## src/design/fxfer_pkg.sv

```systemverilog
// Purpose: shared constants for the far transfer privilege check block
// Assumes: 32-bit register port, word-aligned byte offsets
// Notes: privilege level 0 is the most privileged, 3 the least
package fxfer_pkg;

  localparam int ADDR_W = 8;
  localparam int DATA_W = 32;
  localparam int SEL_W = 16;
  localparam int OFF_W = 32;
  localparam int PL_W = 2;
  localparam logic [1:0] PL_MOST = 2'h0;
  localparam logic [1:0] PL_LEAST = 2'h3;

  // register byte offsets
  localparam logic [7:0] OFF_CTRL = 8'h00;
  localparam logic [7:0] OFF_TSEL = 8'h04;
  localparam logic [7:0] OFF_TOFF = 8'h08;
  localparam logic [7:0] OFF_TDESC = 8'h0C;
  localparam logic [7:0] OFF_CMD = 8'h10;
  localparam logic [7:0] OFF_CODE_SEG = 8'h14;
  localparam logic [7:0] OFF_IPTR = 8'h18;
  localparam logic [7:0] OFF_CAUSE = 8'h1C;
  localparam logic [7:0] OFF_IRQ_STAT = 8'h20;
  localparam logic [7:0] OFF_IRQ_MASK = 8'h24;

  // field positions
  localparam int CTRL_LONG_BIT = 0;
  localparam int CTRL_LEVEL_LSB = 4;
  localparam int DESC_LEVEL_LSB = 0;
  localparam int DESC_CONF_BIT = 2;
  localparam int SEL_REQ_LSB = 0;
  localparam int CMD_KIND_W = 3;

  // transfer kinds written to the command register
  localparam logic [2:0] KIND_NEAR = 3'h0;
  localparam logic [2:0] KIND_FAR_DIRECT = 3'h1;
  localparam logic [2:0] KIND_FAST_ENTRY = 3'h2;
  localparam logic [2:0] KIND_FAST_EXIT = 3'h3;
  localparam logic [2:0] KIND_TASK_SWITCH = 3'h4;

  // fault cause codes
  localparam logic [2:0] CAUSE_NONE = 3'h0;
  localparam logic [2:0] CAUSE_LEVEL_NE = 3'h1;
  localparam logic [2:0] CAUSE_REQ_GT = 3'h2;
  localparam logic [2:0] CAUSE_DESC_GT = 3'h3;
  localparam logic [2:0] CAUSE_UNSUPPORTED = 3'h4;

  // event bits of status and mask registers
  localparam int EV_GRANT = 0;
  localparam int EV_FAULT = 1;
  localparam int EV_UNSUP = 2;
  localparam int EV_W = 3;

  // reset values
  localparam logic [15:0] CODE_SEG_RST = 16'h0000;
  localparam logic [31:0] IPTR_RST = 32'h0000_0000;
  localparam logic [1:0] LEVEL_RST = 2'h0;

  // selector as it enters the code-segment register: requested field replaced by current level
  function automatic logic [15:0] load_selector(input logic [15:0] sel, input logic [1:0] level);
    load_selector = {sel[15:2], level};
  endfunction : load_selector

endpackage : fxfer_pkg

```

## src/design/priv_compare.sv

```systemverilog
// Purpose: combinational privilege comparison for a direct far transfer
// Assumes: inputs come from registers of the same clock
// Notes: conforming and nonconforming paths chosen by the descriptor flag
`timescale 1ns/10ps
module priv_compare (
  input wire logic [1:0] current_priv_level,
  input wire logic [1:0] requested_priv_level,
  input wire logic [1:0] descriptor_priv_level,
  input wire logic conforming,
  output logic pass,
  output logic [2:0] cause
);

  always_comb
  begin
    pass = 1'b0;
    cause = fxfer_pkg::CAUSE_NONE;
    if (conforming)
    begin
      // descriptor level at most current; requested level unused
      if (descriptor_priv_level <= current_priv_level)
        pass = 1'b1;
      else
        cause = fxfer_pkg::CAUSE_DESC_GT;
    end
    else if (descriptor_priv_level != current_priv_level)
      cause = fxfer_pkg::CAUSE_LEVEL_NE;
    else if (requested_priv_level <= current_priv_level)
      pass = 1'b1;
    else
      cause = fxfer_pkg::CAUSE_REQ_GT;
  end

endmodule : priv_compare

```

## src/design/event_irq.sv

```systemverilog
// Purpose: sticky event status, mask and level interrupt
// Assumes: one-cycle event pulses, write-one-to-clear status
// Notes: a set in the clearing cycle wins over the clear
`timescale 1ns/10ps
module event_irq (
  input wire logic ref_clk,
  input wire logic rst_b,
  input wire logic [2:0] event_set,
  input wire logic stat_clr_wr,
  input wire logic mask_wr,
  input wire logic [2:0] wr_bits,
  output logic [2:0] stat_q,
  output logic [2:0] mask_q,
  output logic irq_q
);

  always_ff @(posedge ref_clk or negedge rst_b)
  begin
    if (!rst_b)
      stat_q <= 3'h0;
    else
      stat_q <= (stat_q & ~(stat_clr_wr ? wr_bits : 3'h0)) | event_set;
  end

  always_ff @(posedge ref_clk or negedge rst_b)
  begin
    if (!rst_b)
      mask_q <= 3'h0;
    else if (mask_wr)
      mask_q <= wr_bits;
  end

  // follows the masked status one cycle later
  always_ff @(posedge ref_clk or negedge rst_b)
  begin
    if (!rst_b)
      irq_q <= 1'b0;
    else
      irq_q <= |(stat_q & mask_q);
  end
endmodule : event_irq

```

## src/design/far_transfer_privilege_check.sv

```systemverilog
// Purpose: privilege check and register update for far control transfers
// Assumes: register port with one-cycle strobes, read data one cycle later
// Notes: a transfer is requested by writing its kind to the command register
//
// Overview of operation
// - every inter-segment transfer is checked before target entry is decided
// - granted far transfer loads target selector into code-segment register
// - granted transfer sets instruction pointer to the target offset
// - near transfers skip privilege checks entirely
// - fast system entry and exit are unsupported in long mode
// - hardware task switches by call or jump unsupported in long mode
// - direct far call or jump never changes the current level
// - direct far transfers never switch stacks
// - descriptor conforming flag selects which check rules apply
// - nonconforming: descriptor level must equal current level, else fault
// - nonconforming: requested level must not exceed current level, else fault
// - nonconforming grant keeps level; selector requested field ignored on load
// - conforming: descriptor level must not exceed current level, else fault
// - conforming: requested level plays no part in the decision
// - conforming grant runs at caller level; selector field takes old level
// - privilege levels span zero, most privileged, to three, least
//
// The strobed register port and the address map are this design's own decisions.
`timescale 1ns/10ps
module far_transfer_privilege_check (
  input wire logic ref_clk,
  input wire logic rst_b,
  input wire logic [7:0] addr,
  input wire logic [31:0] wr_data,
  input wire logic wr_en,
  input wire logic rd_en,
  output logic [31:0] rd_data_q,
  output logic [15:0] code_seg_q,
  output logic [31:0] instruction_pointer_q,
  output logic [1:0] current_priv_level_q,
  output logic general_protection_fault_q,
  output logic unsupported_q,
  output logic transfer_done_q,
  output logic irq_q
);

  logic long_mode_q;
  logic [15:0] tsel_q;
  logic [31:0] toff_q;
  logic [1:0] tdpl_q;
  logic tconf_q;
  logic [2:0] cause_q;
  logic [2:0] stat_q;
  logic [2:0] mask_q;

  logic cmd_go;
  logic [2:0] cmd_kind;
  logic chk_pass;
  logic [2:0] chk_cause;
  logic grant_d;
  logic fault_d;
  logic unsup_d;
  logic near_d;
  logic [2:0] cause_d;
  logic [2:0] event_set;
  logic [31:0] rd_data_d;

  assign cmd_go = wr_en && (addr == fxfer_pkg::OFF_CMD);
  assign cmd_kind = wr_data[fxfer_pkg::CMD_KIND_W-1:0];

  priv_compare u_cmp (
    .current_priv_level(current_priv_level_q),
    .requested_priv_level(tsel_q[fxfer_pkg::SEL_REQ_LSB +: fxfer_pkg::PL_W]),
    .descriptor_priv_level(tdpl_q),
    .conforming(tconf_q),
    .pass(chk_pass),
    .cause(chk_cause)
  );

  // software-visible target and mode registers
  always_ff @(posedge ref_clk or negedge rst_b)
  begin
    if (!rst_b)
    begin
      long_mode_q <= 1'b0;
      tsel_q <= 16'h0000;
      toff_q <= 32'h0000_0000;
      tdpl_q <= 2'h0;
      tconf_q <= 1'b0;
    end
    else if (wr_en)
    begin
      unique case (addr)
        fxfer_pkg::OFF_CTRL: long_mode_q <= wr_data[fxfer_pkg::CTRL_LONG_BIT];
        fxfer_pkg::OFF_TSEL: tsel_q <= wr_data[15:0];
        fxfer_pkg::OFF_TOFF: toff_q <= wr_data;
        fxfer_pkg::OFF_TDESC:
        begin
          tdpl_q <= wr_data[fxfer_pkg::DESC_LEVEL_LSB +: fxfer_pkg::PL_W];
          tconf_q <= wr_data[fxfer_pkg::DESC_CONF_BIT];
        end
        default: ;
      endcase
    end
  end

  // decision for the transfer requested this cycle
  always_comb
  begin
    grant_d = 1'b0;
    fault_d = 1'b0;
    unsup_d = 1'b0;
    near_d = 1'b0;
    cause_d = fxfer_pkg::CAUSE_NONE;
    if (cmd_go)
    begin
      case (cmd_kind)
        fxfer_pkg::KIND_NEAR: near_d = 1'b1;
        // far transfer decided by the comparator
        fxfer_pkg::KIND_FAR_DIRECT:
        begin
          grant_d = chk_pass;
          fault_d = !chk_pass;
          cause_d = chk_cause;
        end
        // no fast entry or exit in long mode
        fxfer_pkg::KIND_FAST_ENTRY,
        fxfer_pkg::KIND_FAST_EXIT:
        begin
          unsup_d = long_mode_q;
          cause_d = long_mode_q ? fxfer_pkg::CAUSE_UNSUPPORTED : fxfer_pkg::CAUSE_NONE;
        end
        // no task switch in long mode
        fxfer_pkg::KIND_TASK_SWITCH:
        begin
          unsup_d = long_mode_q;
          cause_d = long_mode_q ? fxfer_pkg::CAUSE_UNSUPPORTED : fxfer_pkg::CAUSE_NONE;
        end
        // unknown kinds are refused the same way
        default:
        begin
          unsup_d = 1'b1;
          cause_d = fxfer_pkg::CAUSE_UNSUPPORTED;
        end
      endcase
    end
  end

  // code-segment register
  always_ff @(posedge ref_clk or negedge rst_b)
  begin
    if (!rst_b)
      code_seg_q <= fxfer_pkg::CODE_SEG_RST;
    // load on grant; requested field becomes old level
    else if (grant_d)
      code_seg_q <= fxfer_pkg::load_selector(tsel_q, current_priv_level_q);
  end

  // instruction pointer; a fault leaves it alone
  always_ff @(posedge ref_clk or negedge rst_b)
  begin
    if (!rst_b)
      instruction_pointer_q <= fxfer_pkg::IPTR_RST;
    // target offset from the far pointer
    else if (grant_d || near_d)
      instruction_pointer_q <= toff_q;
  end

  // only software sets the level; transfers never touch it
  // no stack state exists on the direct path, nothing is swapped
  always_ff @(posedge ref_clk or negedge rst_b)
  begin
    if (!rst_b)
      current_priv_level_q <= fxfer_pkg::LEVEL_RST;
    else if (wr_en && (addr == fxfer_pkg::OFF_CTRL))
      current_priv_level_q <= wr_data[fxfer_pkg::CTRL_LEVEL_LSB +: fxfer_pkg::PL_W];
  end

  // fault, unsupported and done pulses, one cycle after the command
  always_ff @(posedge ref_clk or negedge rst_b)
  begin
    if (!rst_b)
    begin
      general_protection_fault_q <= 1'b0;
      unsupported_q <= 1'b0;
      transfer_done_q <= 1'b0;
    end
    else
    begin
      general_protection_fault_q <= fault_d;
      unsupported_q <= unsup_d;
      transfer_done_q <= cmd_go;
    end
  end

  // cause of the latest command, kept until the next one
  always_ff @(posedge ref_clk or negedge rst_b)
  begin
    if (!rst_b)
      cause_q <= fxfer_pkg::CAUSE_NONE;
    else if (cmd_go)
      cause_q <= cause_d;
  end

  always_comb
  begin
    event_set = 3'h0;
    event_set[fxfer_pkg::EV_GRANT] = grant_d;
    event_set[fxfer_pkg::EV_FAULT] = fault_d;
    event_set[fxfer_pkg::EV_UNSUP] = unsup_d;
  end

  event_irq u_irq (
    .ref_clk(ref_clk),
    .rst_b(rst_b),
    .event_set(event_set),
    .stat_clr_wr(wr_en && (addr == fxfer_pkg::OFF_IRQ_STAT)),
    .mask_wr(wr_en && (addr == fxfer_pkg::OFF_IRQ_MASK)),
    .wr_bits(wr_data[fxfer_pkg::EV_W-1:0]),
    .stat_q(stat_q),
    .mask_q(mask_q),
    .irq_q(irq_q)
  );

  // read mux; unmapped and write-only offsets read zero
  always_comb
  begin
    rd_data_d = 32'h0000_0000;
    unique case (addr)
      fxfer_pkg::OFF_CTRL:
      begin
        rd_data_d[fxfer_pkg::CTRL_LONG_BIT] = long_mode_q;
        rd_data_d[fxfer_pkg::CTRL_LEVEL_LSB +: fxfer_pkg::PL_W] = current_priv_level_q;
      end
      fxfer_pkg::OFF_TSEL: rd_data_d[15:0] = tsel_q;
      fxfer_pkg::OFF_TOFF: rd_data_d = toff_q;
      fxfer_pkg::OFF_TDESC:
      begin
        rd_data_d[fxfer_pkg::DESC_LEVEL_LSB +: fxfer_pkg::PL_W] = tdpl_q;
        rd_data_d[fxfer_pkg::DESC_CONF_BIT] = tconf_q;
      end
      fxfer_pkg::OFF_CODE_SEG: rd_data_d[15:0] = code_seg_q;
      fxfer_pkg::OFF_IPTR: rd_data_d = instruction_pointer_q;
      fxfer_pkg::OFF_CAUSE: rd_data_d[2:0] = cause_q;
      fxfer_pkg::OFF_IRQ_STAT: rd_data_d[2:0] = stat_q;
      fxfer_pkg::OFF_IRQ_MASK: rd_data_d[2:0] = mask_q;
      default: ;
    endcase
  end

  // data valid only in the cycle after the read strobe
  always_ff @(posedge ref_clk or negedge rst_b)
  begin
    if (!rst_b)
      rd_data_q <= 32'h0000_0000;
    else if (rd_en)
      rd_data_q <= rd_data_d;
    else
      rd_data_q <= 32'h0000_0000;
  end
endmodule : far_transfer_privilege_check

```

## config.mk

```make
export PLATFORM = sky130hd
export DESIGN_NAME = far_transfer_privilege_check
export DESIGN_NICKNAME = d
export VERILOG_FILES = /design/src/design/fxfer_pkg.sv /design/src/design/priv_compare.sv /design/src/design/event_irq.sv /design/src/design/far_transfer_privilege_check.sv
export SDC_FILE = /design/constraint.sdc
export NUM_CORES = 1
export LEC_CHECK = 0
export BUFFER_PORTS_ARGS = -buffer_cell sky130_fd_sc_hd__buf_4
export CAP_MARGIN = 20
export CORE_MARGIN = 1.5
export CORE_UTILIZATION = 40
export DETAILED_ROUTE_END_ITERATION = 12
export PLACE_DENSITY = 0.71
export SLEW_MARGIN = 15
export SYNTH_ARGS = -nofsm -noshare
export SYNTH_HDL_FRONTEND = slang
export SYNTH_HIERARCHICAL = 1
export SYNTH_SLANG_ARGS = --single-unit
```

## constraint.sdc

```tcl
create_clock -name ref_clk -period 5 [get_ports ref_clk]
set_clock_uncertainty 0.05 [all_clocks]
set_input_delay 1 -clock ref_clk [delete_from_list [all_inputs] [get_ports ref_clk]]
set_output_delay 1 -clock ref_clk [all_outputs]
set_load 0.02 [all_outputs]
```

# [Yosys cells after proc, flatten, opt, wreduce, memory -nomap -nowiden]
# Cells that the tools add are included.
# Widths: inputs -> output; s select.
[totals] ram_bits=0 reg_bits=147 n_memories=0 elab_cells=77 latchBits=0 input_bits=44 output_inout_bits=86 romBits=0
[classes] multipliers=0 div=0 n_addsub=0 n_reduce_logical=15 muxes=26 order_cmp=2 n_eq_ne=14 shifts=0 n_bitwise=4
[ops] op="$pmux 10 s4" n=1
[ops] op="$eq 8x5->1 const B" n=4
[ops] op="$mux 32" n=1
[ops] op="$pmux 16 s2" n=1
[ops] op="$eq 8x4->1 const B" n=2
[ops] op="$eq 8x6->1 const B" n=2
[ops] op="$pmux 2 s8" n=1
[ops] op="$mux 3" n=4
[ops] op="$mux 1" n=11
[ops] op="$pmux 2 s5" n=1
[ops] op="$pmux 1 s9" n=1
[ops] op="$pmux 3 s3" n=1
[ops] op="$eq 8x3->1 const B" n=1
[ops] op="$logic_not 8->1" n=1
[ops] op="$reduce_and 2->1" n=4
[ops] op="$and 3x3->3" n=2
[ops] op="$eq 3x2->1 const B" n=2
[ops] op="$reduce_or 3->1" n=2
[ops] op="$le 2x2->1" n=2
[ops] op="$logic_and 1x1->1" n=4
[ops] op="$mux 2" n=2
[ops] op="$pmux 1 s4" n=1
[ops] op="$eq 3x1->1 const B" n=1
[ops] op="$eq 3x3->1 const B" n=1
[ops] op="other kinds (8)" n=8

# [Logic depth before layout (Yosys ltp)]
[depth] word_depth=8 ltp_mapped=9 depth_no_buf=8

# [Modules after synthesis]
# The synthesis kept the hierarchy.
[modules_own_cells] module="far_transfer_privilege_check" seq_area_each_um2=3503.4 cells_each=437 area_per_inst_um2=6033.3 instances=1
[modules_own_cells] module="event_irq" seq_area_each_um2=175.2 cells_each=18 area_per_inst_um2=256.5 instances=1
[modules_own_cells] module="priv_compare" seq_area_each_um2=0.0 cells_each=21 area_per_inst_um2=152.6 instances=1

# [Least setup slack after synthesis]
# No wires, ideal clock.
[synth_timing] path_type="input -> register" from="input addr[2]" to="register instruction_pointer_q[12]" t_arrival_ps=2709 slack_ps=2116 setup_time_ps=125 cell_stages=6 cell_sequence="buf_4 nor4_4 nand4_4 a2111oi_4 buf_6 mux2_2"
[synth_between] elab_chain_cells=4
[synth_lines] element="start: declaration" line_no="far_transfer_privilege_check.sv:28" source="input wire logic [7:0] addr,"
[synth_lines] element="$eq 8x5->1 *" line_no="far_transfer_privilege_check.sv:63" source="assign cmd_go = wr_en && (addr == fxfer_pkg::OFF_CMD);"
[synth_lines] element="$logic_and 1x1->1 *" line_no="far_transfer_privilege_check.sv:63"
[synth_lines] element="$mux 1" line_no="far_transfer_privilege_check.sv:110" source="if (cmd_go)"
[synth_lines] element="$logic_or 1x1->1 *" line_no="far_transfer_privilege_check.sv:160" source="else if (grant_d || near_d)"
[synth_lines] element="end signal: assignment" line_no="far_transfer_privilege_check.sv:158" source="instruction_pointer_q <= fxfer_pkg::IPTR_RST;"
[synth_lines] element="end signal: assignment" line_no="far_transfer_privilege_check.sv:161" source="instruction_pointer_q <= toff_q;"
[synth_lines] element="end: declaration" line_no="far_transfer_privilege_check.sv:34" source="output logic [31:0] instruction_pointer_q,"
# Every way passes the cells marked *; elsewhere a longest branch is shown, timed or not.
# A chain may end at the register's enable or synchronous reset.

# [Worst setup path in the final report]
[layout_timing] from="input addr[3]" to="register rd_data_q[22]"
[layout_between] elab_chain_cells=3
[layout_lines] element="$eq 8x5->1 / $eq 8x4->1 (equally long branches)" line_no="far_transfer_privilege_check.sv:224" source="unique case (addr)"
[layout_lines] element="$pmux 16 s2 *" line_no="far_transfer_privilege_check.sv:224"
[layout_lines] element="$mux 32 *" line_no="far_transfer_privilege_check.sv:251" source="else if (rd_en)"
[layout_lines] element="end signal: assignment" line_no="far_transfer_privilege_check.sv:252" source="rd_data_q <= rd_data_d;"
[layout_lines] element="end: declaration" line_no="far_transfer_privilege_check.sv:32" source="output logic [31:0] rd_data_q,"
# Marks and branches as above.

==> results.md <==
* Root Buffer: clkbuf_16
* Max-cap violations at 0
* Worst EP arrival at 3.18 ns
* Cts hold-fix bufs at 0
* Initial antenna violation count at 0
* Area share of the largest cell type after synthesis at 57.1%
* Setup_tns at 0 ns
* Fmax at around 0.34 GHz
* First-pass GRT wire length at 25100 µm
* N_diodes at 0
* Crit start category: input port
* Crit. End Element: register
* Clock transition at the registers of the reported paths at 0.06 ns
* Drt total wl at 15900 µm
* CTS tree: built
* Crit path required time at ~5.3 ns
* Hold Crit Class: in -> async
* Leakage at 4.19 nW
* GR peak layer: met2
* Fin nets at 653
* R2R Setup Slk at 2.24 ns
* Status: finished clean
* Syn_nets at 524
* Syn Area/Cell at about 14 µm²
* Initial Util at between 40% and 50%
* Cell area after synthesis at 0.00644 mm²
* RSZ-0062 raised after global routing: no
* Seq cells post-synth at about 150
* Number of flops mapped to enable cells by yosys at 0
* GR Layer Usage met1 at 25.2%
* P per Cell Area at between 300 and 400 mW/mm²
* CTS H-tree depth at 4
* Largest cells by area after synthesis: dfrtp_1 57%, mux2_2 18%, mux2i_1 3.4%
* Rel. slew slack at 47.5%
* Worst path bufs/invs at 1
* Peak VDD IR at 225 µV
* Total power at 2.64 mW
* Post-synthesis sequential area ratio at 57.1%
* DR DRC count at 0
* Area leader, netlist: dfrtp_1
* Vias in the first global route at ~4700
* Total die area at 0.0169 mm²
* # clock sinks at 147
* Post-CTS sizing at 0
* All-Layer GR Usage at 19.6%
* CP delay by family, top: simple AND/OR/NAND/NOR gates
* Library cells used by synthesis at 53
* Final Core Density at 51.9%
* DRT Pass-1 Iters at 4
* GR Overflow Total at 0
* Vias at 4439
* GPL Wtd Cong at 0.937
* Initial drt markers at 320
* # rows at 46
* Synthesis Warnings at 6
* I/O Pins at 130
* Met3 usage at between 7 and 8%
* Slew @ Worst Pin at 0.785 ns
* Layout Area Growth over Synthesis at 27.6%
* Chip width at 130 µm
* Die height at 130 µm
* Vias per inst at 5.32
* Num CTS Buffers at 17
* Setup Fix Bufs, Post-CTS at 0
* Top post-synthesis cells by count: 147 x dfrtp_1, 103 x mux2_2, 22 x mux2i_1, 21 x nor2b_1, 20 x a22oi_1
* Worst R2R Start: current_priv_level_q[1]$_DFFE_PN0P_
* Gate Count Post-Synth at between 400 and 500
* Fin. Hold Viols at 0
* CP cell instances: buf_4, or4b_2, nor3_4, a22oi_1, nor2b_1
* CORE AREA at 0.0158 mm²
* R2R cell count at 9
* WS Path Type: in -> reg
* Crit path time final at 2.90 ns
* Setup violators final at 0
* Share of synthesized registers carrying an async set or reset at 100%
* Slowest CP cell: or4b_2
* Layout cells sized above 1 at 46.0%
* Worst R2R End: instruction_pointer_q[29]$_DFFE_PN0P_
* Max FO, Critical Path at 17
* Clock buffer depth at 2
* Fin. max-slew vios at 0
* Ys flop type: dfrtp_1
* Detailed Place HPWL at 10300 µm
* Clk_lat worst skew at 0.42 ns
* Largest net degree at the start of global routing at 116
* Routed WL per cell at 19.1 µm
* Most common cell in the synthesized netlist: dfrtp_1
* Antenna violation net count after detailed routing at 0
* Final worst-path cycle share at 58.0%
* Grt met2 use at between 30% and 40%
* Buffers added on ports at 129
* CP max stage delay at between 0.8 and 0.9 ns
## placed cells by master, fill, tap and decap left out, types with 5 or more instances in the layout
cell type and count:
buf_4 135, nand2_1 14, mux2_2 103, mux2i_1 22, inv_1 7, a21oi_1 7
nor2_1 12, dfrtp_1 147, a22oi_1 20, clkbuf_16 17, nor2b_1 21, and3_1 14
clkinv_2 5, mux2_1 9, o22ai_1 12
## final cells by class
class / instances / area [µm²]
Inverter: 8 / 30.0
Timing Repair Buffer: 137 / 1050
Tap cell: 216 / 270
Clock buffer: 19 / 453
Fill cell: 1355 / 7610
Clock inverter: 13 / 135
Sequential cell: 147 / 3680
Multi-Input combinational cell: 294 / 2600
## cell families after synthesis
| kind of cell | count (synthesis) | synth area share, % |
|---|---|---|
| DFF | 147 | 57.1 |
| muxes | 134 | 23.0 |
| and+or+nand+nor | 90 | 8.89 |
| AOI/OAI and AO/OA | 65 | 7.55 |
| buffers and inverters | 35 | 2.62 |
| adders and majority gates | 4 | 0.777 |
| other | 1 | 0.0582 |
## power by group
group          switching, mW  total [mW]  internal [mW]  leakage [nW]
Clock                  0.495        1.25          0.759         0.288
Combinational         0.0884       0.158         0.0692          1.85
Sequential            0.0195        1.23           1.21          2.04
Total                  0.603        2.64           2.04          4.19
## sequential cells by signal (all words and copies together) (netlist names), 2 cells and up
signal,count
instruction_pointer_q,32
rd_data_q,32
toff_q,32
code_seg_q,16
tsel_q,16
cause_q,3
u_irq/mask_q,3
u_irq/stat_q,3
current_priv_level_q,2
tdpl_q,2
## through the flow
step / std cells / setup slack [ns] / hold WS, ns / cell area (µm²)
final: 834 / 2.10 / 0.429 / 8220
after floorplan: 476 / 2.12 / 0.381 / 6440
after CTS: 833 / 1.83 / 0.429 / 8190
after detailed placement: 801 / 1.40 / 0.405 / 7600
after global placement: 801 / 1.49 / 0.401 / 7600
after global routing: 834 / 2.03 / 0.447 / 8220
## worst max-delay path by stage
stage	slack, ns	end	cells past startpoint	from
CTS	1.83	rd_data_q[26]$_DFF_PN0_	5	addr[3]
floorplan	2.12	instruction_pointer_q[12]$_DFFE_PN0P_	6	addr[2]
finish	2.10	rd_data_q[22]$_DFF_PN0_	5	addr[3]
global route	2.03	rd_data_q[19]$_DFF_PN0_	5	addr[3]
detailed placement	1.40	rd_data_q[26]$_DFF_PN0_	5	addr[2]
global placement	1.49	rd_data_q[26]$_DFF_PN0_	5	addr[1]
## metal layers
layer,vias to the layer above,share of wire (%)
met1,2287,42
met4,0,1.0
met2,133,48
li1,2008,-
met5,-,0
met3,11,8.1
(Power assumes the default switching activity.)
